==> src/rtl/htd_pkg.sv <==
package htd_pkg;

	// ----------------------------------------------------------------
	// Clock and deglitch timing
	// ----------------------------------------------------------------
	localparam int CLK_HZ = 10_000_000;
	localparam int DG_T00_US = 25;
	localparam int DG_T01_US = 50;
	localparam int DG_T10_US = 100;
	localparam int DG_T11_US = 500;
	localparam int DG_C00 = (DG_T00_US * CLK_HZ) / 1_000_000;
	localparam int DG_C01 = (DG_T01_US * CLK_HZ) / 1_000_000;
	localparam int DG_C10 = (DG_T10_US * CLK_HZ) / 1_000_000;
	localparam int DG_C11 = (DG_T11_US * CLK_HZ) / 1_000_000;
	localparam int DG_CNT_W = 13;

	// ----------------------------------------------------------------
	// Register indices (byte address is four times the index)
	// ----------------------------------------------------------------
	localparam logic [9:0] IDX_CHAN_EN = 10'h02c;
	localparam logic [9:0] IDX_THRESH = 10'h02d;
	localparam logic [9:0] IDX_DEGLITCH = 10'h02e;
	localparam logic [9:0] IDX_IRQ_STATUS = 10'h040;
	localparam logic [9:0] IDX_IRQ_MASK = 10'h041;

	// ----------------------------------------------------------------
	// Reset values and field layout
	// ----------------------------------------------------------------
	localparam logic [7:0] RST_CHAN_EN = 8'h00;
	localparam logic [7:0] RST_THRESH = 8'h00;
	localparam logic [7:0] RST_DEGLITCH = 8'h00;
	localparam logic [4:0] RST_IRQ = 5'h00;
	localparam int HOT_LSB = 4;
	localparam int COLD_LSB = 0;
	localparam int TEMP_DEGLITCH_CODE_LSB = 2;
	localparam int CELL_DG_LSB = 0;
	localparam logic [6:0] HOT_BASE_PCT = 7'h14;
	localparam logic [6:0] COLD_BASE_PCT = 7'h3c;

	// Interrupt status bit positions
	localparam int EV_HOT = 0;
	localparam int EV_COLD = 1;
	localparam int EV_OV = 2;
	localparam int EV_UV = 3;
	localparam int EV_CB = 4;

endpackage : htd_pkg

==> src/rtl/htd_dg_if.sv <==
`timescale 1ns/10ps
`default_nettype none
interface htd_dg_if;
	logic trip;
	logic arm;
	logic [htd_pkg::DG_CNT_W-1:0] limit;
	logic fault;
	modport dg (input trip, input arm, input limit, output fault);
	modport ctl (output trip, output arm, output limit, input fault);
endinterface : htd_dg_if
`default_nettype wire

==> src/rtl/htd_deglitch.sv <==
`timescale 1ns/10ps
`default_nettype none
module htd_deglitch (
	input wire logic clk_i, // System clock
	input wire logic sys_rst_i, // Async reset, high
	htd_dg_if.dg port // Comparator in, fault out
);
	logic s1_r;
	logic s2_r;
	logic s3_r;
	logic level_r;
	logic fault_r;
	logic [htd_pkg::DG_CNT_W-1:0] cnt_r;

	// ----------------------------------------------------------------
	// Pin synchroniser and agreement filter
	// ----------------------------------------------------------------
	always_ff @(posedge clk_i or posedge sys_rst_i) begin
		if (sys_rst_i) begin
			s1_r <= 1'b0;
			s2_r <= 1'b0;
			s3_r <= 1'b0;
		end else begin
			s1_r <= port.trip;
			s2_r <= s1_r;
			s3_r <= s2_r;
		end
	end

	always_ff @(posedge clk_i or posedge sys_rst_i) begin
		if (sys_rst_i) begin
			level_r <= 1'b0;
		end else if (s2_r == s3_r) begin
			level_r <= s3_r;
		end
	end

	// ----------------------------------------------------------------
	// Continuous-trip timer
	// ----------------------------------------------------------------
	// A drop that passes the agreement filter, or a drop of arm, restarts the wait, so a glitch never accumulates
	always_ff @(posedge clk_i or posedge sys_rst_i) begin
		if (sys_rst_i) begin
			cnt_r <= '0;
			fault_r <= 1'b0;
		end else if (!level_r || !port.arm) begin
			cnt_r <= '0;
			fault_r <= 1'b0;
		end else if (cnt_r >= port.limit - 1'b1) begin
			fault_r <= 1'b1;
		end else begin
			cnt_r <= cnt_r + 1'b1;
		end
	end

	assign port.fault = fault_r;
endmodule : htd_deglitch
`default_nettype wire

==> src/rtl/htd_top.sv <==
// Behaviour
// - Six channel enables arm temperature protection
// - Hot limit code bits 7:4, 20-35%
// - Cold limit code bits 3:0, 60-75%
// - Temperature deglitch code bits 3:2
// - Cell voltage deglitch code bits 1:0
//
// Design decision made here: register access over APB.
`timescale 1ns/10ps
`default_nettype none
module htd_top #(
	parameter int NCH = 6,
	parameter int DG_LONG_CYCLES = htd_pkg::DG_C11
) (
	input wire logic clk_i, // System clock
	input wire logic sys_rst_i, // Async reset, high
	input wire logic psel, // APB select
	input wire logic penable, // APB enable
	input wire logic pwrite, // APB direction
	input wire logic [11:0] paddr, // APB byte address
	input wire logic [31:0] pwdata, // APB write data
	output logic [31:0] prdata, // APB read data
	output logic pready, // APB ready
	output logic pslverr, // APB error
	input wire logic [NCH-1:0] hot_trip_i, // Over-temp comparators
	input wire logic [NCH-1:0] cold_trip_i, // Under-temp comparators
	input wire logic [NCH-1:0] ov_trip_i, // Cell over-voltage comparators
	input wire logic [NCH-1:0] uv_trip_i, // Cell under-voltage comparators
	input wire logic [NCH-1:0] cb_trip_i, // Balancing-complete comparators
	output logic [NCH-1:0] hot_fault_o, // Deglitched over-temp
	output logic [NCH-1:0] cold_fault_o, // Deglitched under-temp
	output logic [NCH-1:0] ov_fault_o, // Deglitched over-voltage
	output logic [NCH-1:0] uv_fault_o, // Deglitched under-voltage
	output logic [NCH-1:0] balancing_complete_o, // Deglitched balancing done
	output logic [6:0] hot_limit_pct_o, // Hot threshold, percent
	output logic [6:0] cold_limit_pct_o, // Cold threshold, percent
	output logic irq_o // Level interrupt
);
	logic [7:0] temp_protect_channel_enable_r;
	logic [7:0] temp_threshold_pair_r;
	logic [7:0] comparator_deglitch_select_r;
	logic [4:0] irq_status_r;
	logic [4:0] irq_mask_r;
	logic [4:0] ev_prev_r;
	logic [4:0] ev_now;
	logic [4:0] ev_rise;
	logic [31:0] prdata_r;
	logic pready_r;
	logic pslverr_r;
	logic irq_r;
	logic [6:0] hot_pct_r;
	logic [6:0] cold_pct_r;
	logic [9:0] idx;
	logic wr_en;
	logic [3:0] hot_limit_code;
	logic [3:0] cold_limit_code;
	logic [1:0] temp_deglitch_code;
	logic [1:0] cell_volt_deglitch_code;
	logic [htd_pkg::DG_CNT_W-1:0] temp_limit;
	logic [htd_pkg::DG_CNT_W-1:0] cell_limit;
	logic [NCH-1:0] hot_f;
	logic [NCH-1:0] cold_f;
	logic [NCH-1:0] ov_f;
	logic [NCH-1:0] uv_f;
	logic [NCH-1:0] cb_f;

	// ----------------------------------------------------------------
	// Field decode
	// ----------------------------------------------------------------
	function automatic logic [htd_pkg::DG_CNT_W-1:0] dg_cycles(input logic [1:0] code);
		unique case (code)
			2'b00: dg_cycles = htd_pkg::DG_CNT_W'(htd_pkg::DG_C00);
			2'b01: dg_cycles = htd_pkg::DG_CNT_W'(htd_pkg::DG_C01);
			2'b10: dg_cycles = htd_pkg::DG_CNT_W'(htd_pkg::DG_C10);
			2'b11: dg_cycles = htd_pkg::DG_CNT_W'(DG_LONG_CYCLES);
		endcase
	endfunction : dg_cycles

	assign hot_limit_code = temp_threshold_pair_r[htd_pkg::HOT_LSB +: 4];
	assign cold_limit_code = temp_threshold_pair_r[htd_pkg::COLD_LSB +: 4];
	assign temp_deglitch_code = comparator_deglitch_select_r[htd_pkg::TEMP_DEGLITCH_CODE_LSB +: 2];
	assign cell_volt_deglitch_code = comparator_deglitch_select_r[htd_pkg::CELL_DG_LSB +: 2];
	assign temp_limit = dg_cycles(temp_deglitch_code);
	assign cell_limit = dg_cycles(cell_volt_deglitch_code);

	always_ff @(posedge clk_i or posedge sys_rst_i) begin
		if (sys_rst_i) begin
			hot_pct_r <= htd_pkg::HOT_BASE_PCT;
			cold_pct_r <= htd_pkg::COLD_BASE_PCT;
		end else begin
			hot_pct_r <= htd_pkg::HOT_BASE_PCT + {3'h0, hot_limit_code};
			cold_pct_r <= htd_pkg::COLD_BASE_PCT + {3'h0, cold_limit_code};
		end
	end

	// ----------------------------------------------------------------
	// Comparator deglitchers
	// ----------------------------------------------------------------
	htd_dg_if dg_hot[NCH] ();
	htd_dg_if dg_cold[NCH] ();
	htd_dg_if dg_ov[NCH] ();
	htd_dg_if dg_uv[NCH] ();
	htd_dg_if dg_cb[NCH] ();

	for (genvar i = 0; i < NCH; i++) begin : g_ch
		assign dg_hot[i].trip = hot_trip_i[i];
		assign dg_hot[i].arm = temp_protect_channel_enable_r[i];
		assign dg_hot[i].limit = temp_limit;
		assign hot_f[i] = dg_hot[i].fault;
		assign dg_cold[i].trip = cold_trip_i[i];
		assign dg_cold[i].arm = temp_protect_channel_enable_r[i];
		assign dg_cold[i].limit = temp_limit;
		assign cold_f[i] = dg_cold[i].fault;
		// Cell enables live elsewhere; these stay armed
		assign dg_ov[i].trip = ov_trip_i[i];
		assign dg_ov[i].arm = 1'b1;
		assign dg_ov[i].limit = cell_limit;
		assign ov_f[i] = dg_ov[i].fault;
		assign dg_uv[i].trip = uv_trip_i[i];
		assign dg_uv[i].arm = 1'b1;
		assign dg_uv[i].limit = cell_limit;
		assign uv_f[i] = dg_uv[i].fault;
		assign dg_cb[i].trip = cb_trip_i[i];
		assign dg_cb[i].arm = 1'b1;
		assign dg_cb[i].limit = cell_limit;
		assign cb_f[i] = dg_cb[i].fault;

		htd_deglitch u_hot (.clk_i(clk_i), .sys_rst_i(sys_rst_i), .port(dg_hot[i]));
		htd_deglitch u_cold (.clk_i(clk_i), .sys_rst_i(sys_rst_i), .port(dg_cold[i]));
		htd_deglitch u_ov (.clk_i(clk_i), .sys_rst_i(sys_rst_i), .port(dg_ov[i]));
		htd_deglitch u_uv (.clk_i(clk_i), .sys_rst_i(sys_rst_i), .port(dg_uv[i]));
		htd_deglitch u_cb (.clk_i(clk_i), .sys_rst_i(sys_rst_i), .port(dg_cb[i]));
	end

	// ----------------------------------------------------------------
	// APB slave
	// ----------------------------------------------------------------
	// No wait state: read data is latched in setup, so pready is a flop
	assign idx = paddr[11:2];
	assign wr_en = psel && penable && pready_r && pwrite && !pslverr_r;

	function automatic logic mapped(input logic [9:0] a);
		mapped = (a == htd_pkg::IDX_CHAN_EN) || (a == htd_pkg::IDX_THRESH) ||
			(a == htd_pkg::IDX_DEGLITCH) || (a == htd_pkg::IDX_IRQ_STATUS) ||
			(a == htd_pkg::IDX_IRQ_MASK);
	endfunction : mapped

	always_ff @(posedge clk_i or posedge sys_rst_i) begin
		if (sys_rst_i) begin
			pready_r <= 1'b0;
			pslverr_r <= 1'b0;
			prdata_r <= 32'h0000_0000;
		end else begin
			pready_r <= psel && !penable;
			pslverr_r <= psel && !penable && !mapped(idx);
			if (psel && !penable && !pwrite) begin
				unique case (idx)
					htd_pkg::IDX_CHAN_EN: prdata_r <= {24'h000000, temp_protect_channel_enable_r};
					htd_pkg::IDX_THRESH: prdata_r <= {24'h000000, temp_threshold_pair_r};
					htd_pkg::IDX_DEGLITCH: prdata_r <= {24'h000000, comparator_deglitch_select_r};
					htd_pkg::IDX_IRQ_STATUS: prdata_r <= {27'h0000000, irq_status_r};
					htd_pkg::IDX_IRQ_MASK: prdata_r <= {27'h0000000, irq_mask_r};
					default: prdata_r <= 32'h0000_0000;
				endcase
			end
		end
	end

	// Spare bits are kept as plain storage
	always_ff @(posedge clk_i or posedge sys_rst_i) begin
		if (sys_rst_i) begin
			temp_protect_channel_enable_r <= htd_pkg::RST_CHAN_EN;
			temp_threshold_pair_r <= htd_pkg::RST_THRESH;
			comparator_deglitch_select_r <= htd_pkg::RST_DEGLITCH;
			irq_mask_r <= htd_pkg::RST_IRQ;
		end else if (wr_en) begin
			unique case (idx)
				htd_pkg::IDX_CHAN_EN: temp_protect_channel_enable_r <= pwdata[7:0];
				htd_pkg::IDX_THRESH: temp_threshold_pair_r <= pwdata[7:0];
				htd_pkg::IDX_DEGLITCH: comparator_deglitch_select_r <= pwdata[7:0];
				htd_pkg::IDX_IRQ_MASK: irq_mask_r <= pwdata[4:0];
				default: ;
			endcase
		end
	end

	// ----------------------------------------------------------------
	// Interrupts
	// ----------------------------------------------------------------
	assign ev_now[htd_pkg::EV_HOT] = |hot_f;
	assign ev_now[htd_pkg::EV_COLD] = |cold_f;
	assign ev_now[htd_pkg::EV_OV] = |ov_f;
	assign ev_now[htd_pkg::EV_UV] = |uv_f;
	assign ev_now[htd_pkg::EV_CB] = |cb_f;
	assign ev_rise = ev_now & ~ev_prev_r;

	// A new event in the clearing cycle wins over the clear
	always_ff @(posedge clk_i or posedge sys_rst_i) begin
		if (sys_rst_i) begin
			ev_prev_r <= 5'h00;
			irq_status_r <= htd_pkg::RST_IRQ;
			irq_r <= 1'b0;
		end else begin
			ev_prev_r <= ev_now;
			if (wr_en && idx == htd_pkg::IDX_IRQ_STATUS) begin
				irq_status_r <= (irq_status_r & ~pwdata[4:0]) | ev_rise;
			end else begin
				irq_status_r <= irq_status_r | ev_rise;
			end
			irq_r <= |(irq_status_r & irq_mask_r);
		end
	end

	// ----------------------------------------------------------------
	// Outputs
	// ----------------------------------------------------------------
	assign prdata = prdata_r;
	assign pready = pready_r;
	assign pslverr = pslverr_r;
	assign irq_o = irq_r;
	assign hot_limit_pct_o = hot_pct_r;
	assign cold_limit_pct_o = cold_pct_r;
	assign hot_fault_o = hot_f;
	assign cold_fault_o = cold_f;
	assign ov_fault_o = ov_f;
	assign uv_fault_o = uv_f;
	assign balancing_complete_o = cb_f;
endmodule : htd_top
`default_nettype wire

==> config.mk <==
export PLATFORM = sky130hd
export DESIGN_NAME = htd_top
export DESIGN_NICKNAME = d
export VERILOG_FILES = /design/src/rtl/htd_pkg.sv /design/src/rtl/htd_dg_if.sv /design/src/rtl/htd_deglitch.sv /design/src/rtl/htd_top.sv
export SDC_FILE = /design/constraint.sdc
export NUM_CORES = 1
export LEC_CHECK = 0
export BUFFER_PORTS_ARGS = -buffer_cell sky130_fd_sc_hd__buf_2
export CORE_MARGIN = 2
export CORE_UTILIZATION = 46
export CTS_CLUSTER_SIZE = 20
export DETAILED_ROUTE_END_ITERATION = 10
export SYNTH_ARGS = -nofsm -noshare
export SYNTH_HDL_FRONTEND = slang
export SYNTH_SLANG_ARGS = --single-unit
export TNS_END_PERCENT = 50
==> constraint.sdc <==
create_clock -name clk_i -period 20.1 [get_ports clk_i]
set_clock_uncertainty 0.2 [all_clocks]
set_input_delay 0 -clock clk_i [delete_from_list [all_inputs] [get_ports clk_i]]
set_output_delay 0 -clock clk_i [all_outputs]
set_load 0.02 [all_outputs]
---- After elaboration in Yosys (flattened, before gate mapping) ----
Index checks and enable logic that the tools add are counted.
cells by class
  reduce and logical (&&, ||, !) cells .... 70
  order comparisons ....................... 30
  muxes and demuxes ....................... 124
  $add $sub $neg .......................... 34
  bitwise gates (word level) .............. 7
  equality and inequality tests ........... 89
operator list
  kind                     count
  $mux W13                 60
  $add A13 B1 Y13 const B  30
  $ge A13 B13 Y1           30
  $pmux W13 S4             2
  $ne A2 B2 Y1 const B     36
  $mux W1                  60
  $pmux W8 S5              1
  $eq A1 B1 Y1             30
  $eq A10 B6 Y1 const B    3
  $reduce_or A6 Y1         5
  $sub A13 B1 Y13 const B  2
  $ne A2 B1 Y1 const B     12
  $reduce_bool A2 Y1       12
  $logic_not A1 Y1         22
  $eq A10 B7 Y1 const B    2
  $logic_or A1 B1 Y1       16
  $and A5 B5 Y5            3
  $not A5 Y5               2
  $or A5 B5 Y5             2
  $eq A2 B2 Y1 const B     4
  $logic_and A1 B1 Y1      8
  $reduce_and A2 Y1        4
  $add A6 B4 Y7 const A    1
  $add A5 B4 Y6 const A    1
  4 further kinds          6
word-level totals
  output and inout bits ................... 79
  bits in registers ....................... 627

---- Longest topological paths before layout ----
  depth in word-level cells ............... 7
  gate-level depth with buffers ........... 14
  depth with buffers taken out ............ 11

---- By module ----
Synthesis repeated with hierarchy kept, for this count alone.
unflattened totals
  cells, all modules ...................... 4780
  area total of the unflattened synthesis .. 44222.4 um2
by module, submodules not included
  module                            times used  area an instance (um2)  sequential area each (um2)  cells an instance
  htd_deglitch at g_ch[1].u_cb ...  21          1361.3                  450.4                       149
  htd_deglitch at g_ch[0].u_cb ...  8           1381.3                  450.4                       152
  htd_top                           1           3294.4                  1557.7                      290
  htd_deglitch at g_ch[0].u_hot     1           1290.0                  450.4                       145

---- Least setup slack after synthesis ----
OpenSTA, ideal clock, no wires.
  kind .................................... register to register
  start ................................... reg comparator_deglitch_select_r[3]
  end ..................................... reg g_ch[4].u_hot.cnt_r[9] (netlist bit)
  period minus slack after synthesis ...... 3.746 ns
  stages on the path, launching flop included .. 12
  slack ................................... 16.354 ns
  arrival ................................. 3.469 ns
  required time ........................... 19.823 ns
  cells stage by stage .................... dfrtp_1 -> inv_1 -> ha_1 -> inv_1 -> ha_1 -> nand2_1 -> nor2_1 -> a221o_1 -> a31oi_4 -> nand3_1 -> or4_1 -> a21oi_1
on the way
  cells in the longest elaborated chain, start to end .. 5
ends and longest elaborated chain
  what                                  RTL line            source
  start: declaration                    htd_top.sv:41       logic [7:0] comparator_deglitch_select_r;
  start signal: assignment              htd_top.sv:174      comparator_deglitch_select_r <= htd_pkg::RST_DEGLITCH;
  start signal: assignment              htd_top.sv:180      htd_pkg::IDX_DEGLITCH: comparator_deglitch_select_r <= pwdata[7:0];
  $eq A2 B2 Y1 (tied with other cells)  htd_top.sv:71       unique case (code)
  $pmux W13 S4 *                        htd_top.sv:71
  $sub A13 B1 Y13 *                     htd_deglitch.sv:49  end else if (cnt_r >= port.limit - 1'b1) begin
  $ge A13 B13 Y1 *                      htd_deglitch.sv:49
  $ne A2 B1 Y1 (no line) *              -
  end signal: assignment                htd_deglitch.sv:52  cnt_r <= cnt_r + 1'b1;
  end: declaration                      htd_deglitch.sv:13  logic [htd_pkg::DG_CNT_W-1:0] cnt_r;
Every way passes the cells marked *; elsewhere a longest branch is shown, timed or not. The select of a mux whose other input is x is not followed.
A chain may end at the register's enable or synchronous reset.

---- Final worst setup path ----
  start ................................... reg comparator_deglitch_select_r[0]
  end ..................................... reg g_ch[4].u_uv.cnt_r[7] (netlist bit)
on the way
  cells in the longest elaborated chain, start to end .. 5
ends and longest elaborated chain
  what                                  RTL line
  $eq A2 B2 Y1 (tied with other cells)  htd_top.sv:71
  $pmux W13 S4 *                        htd_top.sv:71
  $sub A13 B1 Y13 *                     htd_deglitch.sv:49
  $ge A13 B13 Y1 *                      htd_deglitch.sv:49
  $ne A2 B2 Y1 (no line) *              -
  end signal: assignment                htd_deglitch.sv:52
  end: declaration                      htd_deglitch.sv:13
Marked as above.

==> metrics.yaml <==
status:
  status: "completed"
sta:
  maxSlewViolCount: 0
  worst_slew_pin_slew_ns: 1.084
  setup_tns_ns: 0
  fin_crit_sh_pct: 23.13
  rsz0062_at_grt: "no"
  max_freq_ghz: 0.2151
  finalCriticalPeriod_ns: 4.650
  relSlewSlack_pct: 27.40
  hold_violations: 0
  setup_viol: 0
  fin_ws_ns: 15.45
clocking:
  cts_tree: "yes"
  cts_num_sinks: 602
  h-tree-depth: 3
  cts_root_buf: "clkbuf_16"
  cts_buffer_depth: 3
  cts_buffers: 69
  clkTransAtPathRegs_ns: 0.06
  cts_resized: 0
  post_cts_buffers: 0
  ctsHoldBuffers: 102
  worstSkewPairLatency_ns: 0.61
logic_synthesis:
  syn_area_um2: 30860
  yosysUniqueCellTypes: 76
  synthArstFlopShare_pct: 100.0
  ys_top_cells_by_area: "dfrtp_1 48%, ha_1 10%, xnor2_1 3.3%"
  synth_seq_cells: 602
  synth_ff_type: "dfrtp_1"
  syn_area_per_cell_um2: 10.53
  ys_seq_area_share_pct: 48.84
  synth_top_area_share_pct: 48.42
  synth_edf_count: 0
  yosysTopAreaCell: "dfrtp_1"
  synthCells: 2929
  synth_warnings: 0
grt:
  antenna_found_initial: 0
  grt_use_met3_pct: 3.077
  met1_usage_pct: 25.86
  grt.busiest_layer: "met2"
  met2_usage_pct: 32.60
  grt_max_degree: 168
  grt-ovfl-total: 0
  grt_pass1_vias: 22250
  grt_pass1_wl_mm: 112.5
  track_usage_pct: 19.56
floorplan:
  dieArea_um2: 69170
  fp.dieH_um: 263.0
  die_x_um: 263.0
  start_util_pct: 46.68
  core-area_um2: 66100
  io_pins: 158
  rows: 94
final_layout:
  multi_input_area_um2: 14720
  seqCellArea_um2: 15070
  nNetsFinal: 3455
  drive_gt1_share_pct: 8.988
  nFillCells: 5800
  area_growth_pct: 14.60
  antenna_cells: 0
placed_design:
  pre_cts_slack_ns: 15.43
  gp_congestion: 0.8358
  place_hpwl_mm: 43.72
  numPortBuffers: 106
route:
  ant_nets: 0
  drt_pre_antenna_iters: 5
  drc: 0
  drt-initial-drc-count: 1131
  routedWlPerCell_um: 16.50
  routed_wl_mm: 66.75
  vias_per_cell: 5.458
  vias: 22090
setup_path:
  cp_num_buf_inv: 3
  crit_type: "reg -> reg"
  cp_slowest_stage_delay_ns: 0.71
  crit_chain: "inv_1 > ha_1 > inv_2 > buf_4 > ha_1 > and4_1 > and3_1 > o221ai_1 > nand2_1 > or4b_2 > nand2_1"
  cp.arrival_ns: 5.00
  crit_family: "simple AND/OR/NAND/NOR gates"
  cp_max_fo: 20
  cpMaxStageDelayCell: "or4b_2"
  cp-start-kind: "flop"
  crit_required_ns: 20.45
  endpoint_kind: "flop"
hold_path:
  holdCritPathClass: "in -> reg"
power:
  ir_worst_vdd_mv: 0.07503
  p_leak_nw: 16.13
  powerDensity_nw_per_um2: 75.91
job:
  cap_violations: 0
## Yosys cell counts (9+ instances only)
master     instances
o21ai_0           81
and2_1           161
o211ai_1          28
nor3_1            49
a31oi_1           12
nand2_1          205
nor2_1           179
nor4_1            42
a41oi_1            9
a22oi_1            9
mux2_2            22
dfrtp_1          597
buf_4             57
o21a_1            35
clkbuf_1          56
or3_1             45
inv_1            125
nand3_1          136
a21o_1            28
maj3_1            48
nor2b_1           25
or4_1             30
a21boi_0          30
buf_2             10
nand2b_1          35
a21oi_1           89
ha_1             246
nand4_1           78
xor2_1            77
and3_1            76
xnor2_1          118
o31ai_1           24
mux2i_1           29
a22o_1             9
o2111ai_1          9
## per-stage QoR
| step | util (%) | power (mW) | area (µm²) | instances | hold WS [ns] |
|---|---|---|---|---|---|
| 6_report | 53.50 | 2.684 | 35360 | 4046 | 0.03841 |
| 5_1_grt | 53.50 | 2.803 | 35360 | 4046 | 0.03289 |
| 4_1_cts | 53.50 | 2.728 | 35360 | 4046 | 0.01018 |
| 3_5_place_dp | 48.50 | 1.440 | 32050 | 3821 | -0.09067 |
| 3_3_place_gp | 48.50 | 1.433 | 32050 | 3821 | -0.09114 |
| 2_1_floorplan | - | 1.402 | 30950 | 2953 | -0.1686 |
## power by group
part | internal [mW] | switching [mW] | total [mW]
logic | 0.0633 | 0.0732 | 0.137
registers | 1.25 | 0.0470 | 1.29
clock network | 0.756 | 0.498 | 1.25
## routing by layer
metal,wire length (µm),share of wire (%)
met5,0,0
met1,31110,47
met4,2021,3.0
met3,2272,3.4
met2,31350,47
## cell usage in the layout (no fill, tap or decap), drive strengths merged, types with 9 or more instances in the layout
cell / synthesis / layout
dfrtp: 597 / 597
ha: 246 / 246
nand2: 206 / 206
nor2: 180 / 180
and2: 162 / 162
nand3: 136 / 136
inv: 126 / 129
buf: 67 / 127
xnor2: 118 / 118
clkbuf: 56 / 108
dlygate4sd3: 0 / 102
o21ai: 90 / 90
a21oi: 89 / 89
nand4: 79 / 79
xor2: 77 / 77
and3: 76 / 76
nor3: 49 / 49
maj3: 48 / 48
or3: 45 / 45
nor4: 42 / 42
o21a: 35 / 35
nand2b: 35 / 35
a21boi: 34 / 34
or4: 30 / 30
mux2i: 29 / 29
a21o: 28 / 28
o211ai: 28 / 28
nor2b: 25 / 25
conb: 1 / 25
o31ai: 24 / 24
mux2: 22 / 22
a31oi: 13 / 13
clkinv: 0 / 10
a41oi: 9 / 9
o2111ai: 9 / 9
a22o: 9 / 9
a22oi: 9 / 9
## final timing paths
kind	start	to	slack, ns	depth (start not counted)
max in group asynchronous	sys_rst_i	g_ch[0].u_ov.cnt_r[5]	16.95	6
setup reg to reg	comparator_deglitch_select_r[0]	g_ch[4].u_uv.cnt_r[7]	15.45	11
min in group asynchronous	sys_rst_i	g_ch[4].u_hot.s1_r	0.52	4
setup / recovery	comparator_deglitch_select_r[0]	g_ch[4].u_uv.cnt_r[7]	15.45	11
hold reg to reg	g_ch[4].u_cb.s1_r	g_ch[4].u_cb.s2_r	0.14	0
hold / removal	pwdata[2]	comparator_deglitch_select_r[2]	0.04	4
## registers in the layout, indices dropped and copies added (netlist names), 8 cells and up
name and cells:
g_ch.u_cb.cnt_r 78, g_ch.u_cold.cnt_r 78, g_ch.u_hot.cnt_r 78, g_ch.u_ov.cnt_r 78, g_ch.u_uv.cnt_r 78, comparator_deglitch_select_r 8, prdata 8, temp_protect_channel_enable_r 8
temp_threshold_pair_r 8
## logic make-up after synthesis
group                    share of synthesized area, %
AO/OA/AOI/OAI                                   9.829
buffers and inverters                           3.763
other                                         0.01215
adder cells (fa/ha/maj)                         11.53
AND/OR/NAND/NOR                                 18.74
flip-flops                                      48.84
multiplexers                                    1.744
XOR/XNOR                                        5.535
## worst min-delay path: cells and delay by family
family,cells,cell delay (ns)
AOI/OAI and AO/OA,1,0.07
buffers and inverters,2,0.68
and+or+nand+nor,1,0.06
## area by class of cell
type	count	area share, %
clock buffer	108	6.044
inverter	126	1.359
timing repair buffer	229	4.869
multi-input combinational	2102	41.63
tap	864	3.057
clock inverter	15	0.4175
sequential	602	42.62
Note: power is estimated with default switching activity, not from simulation.
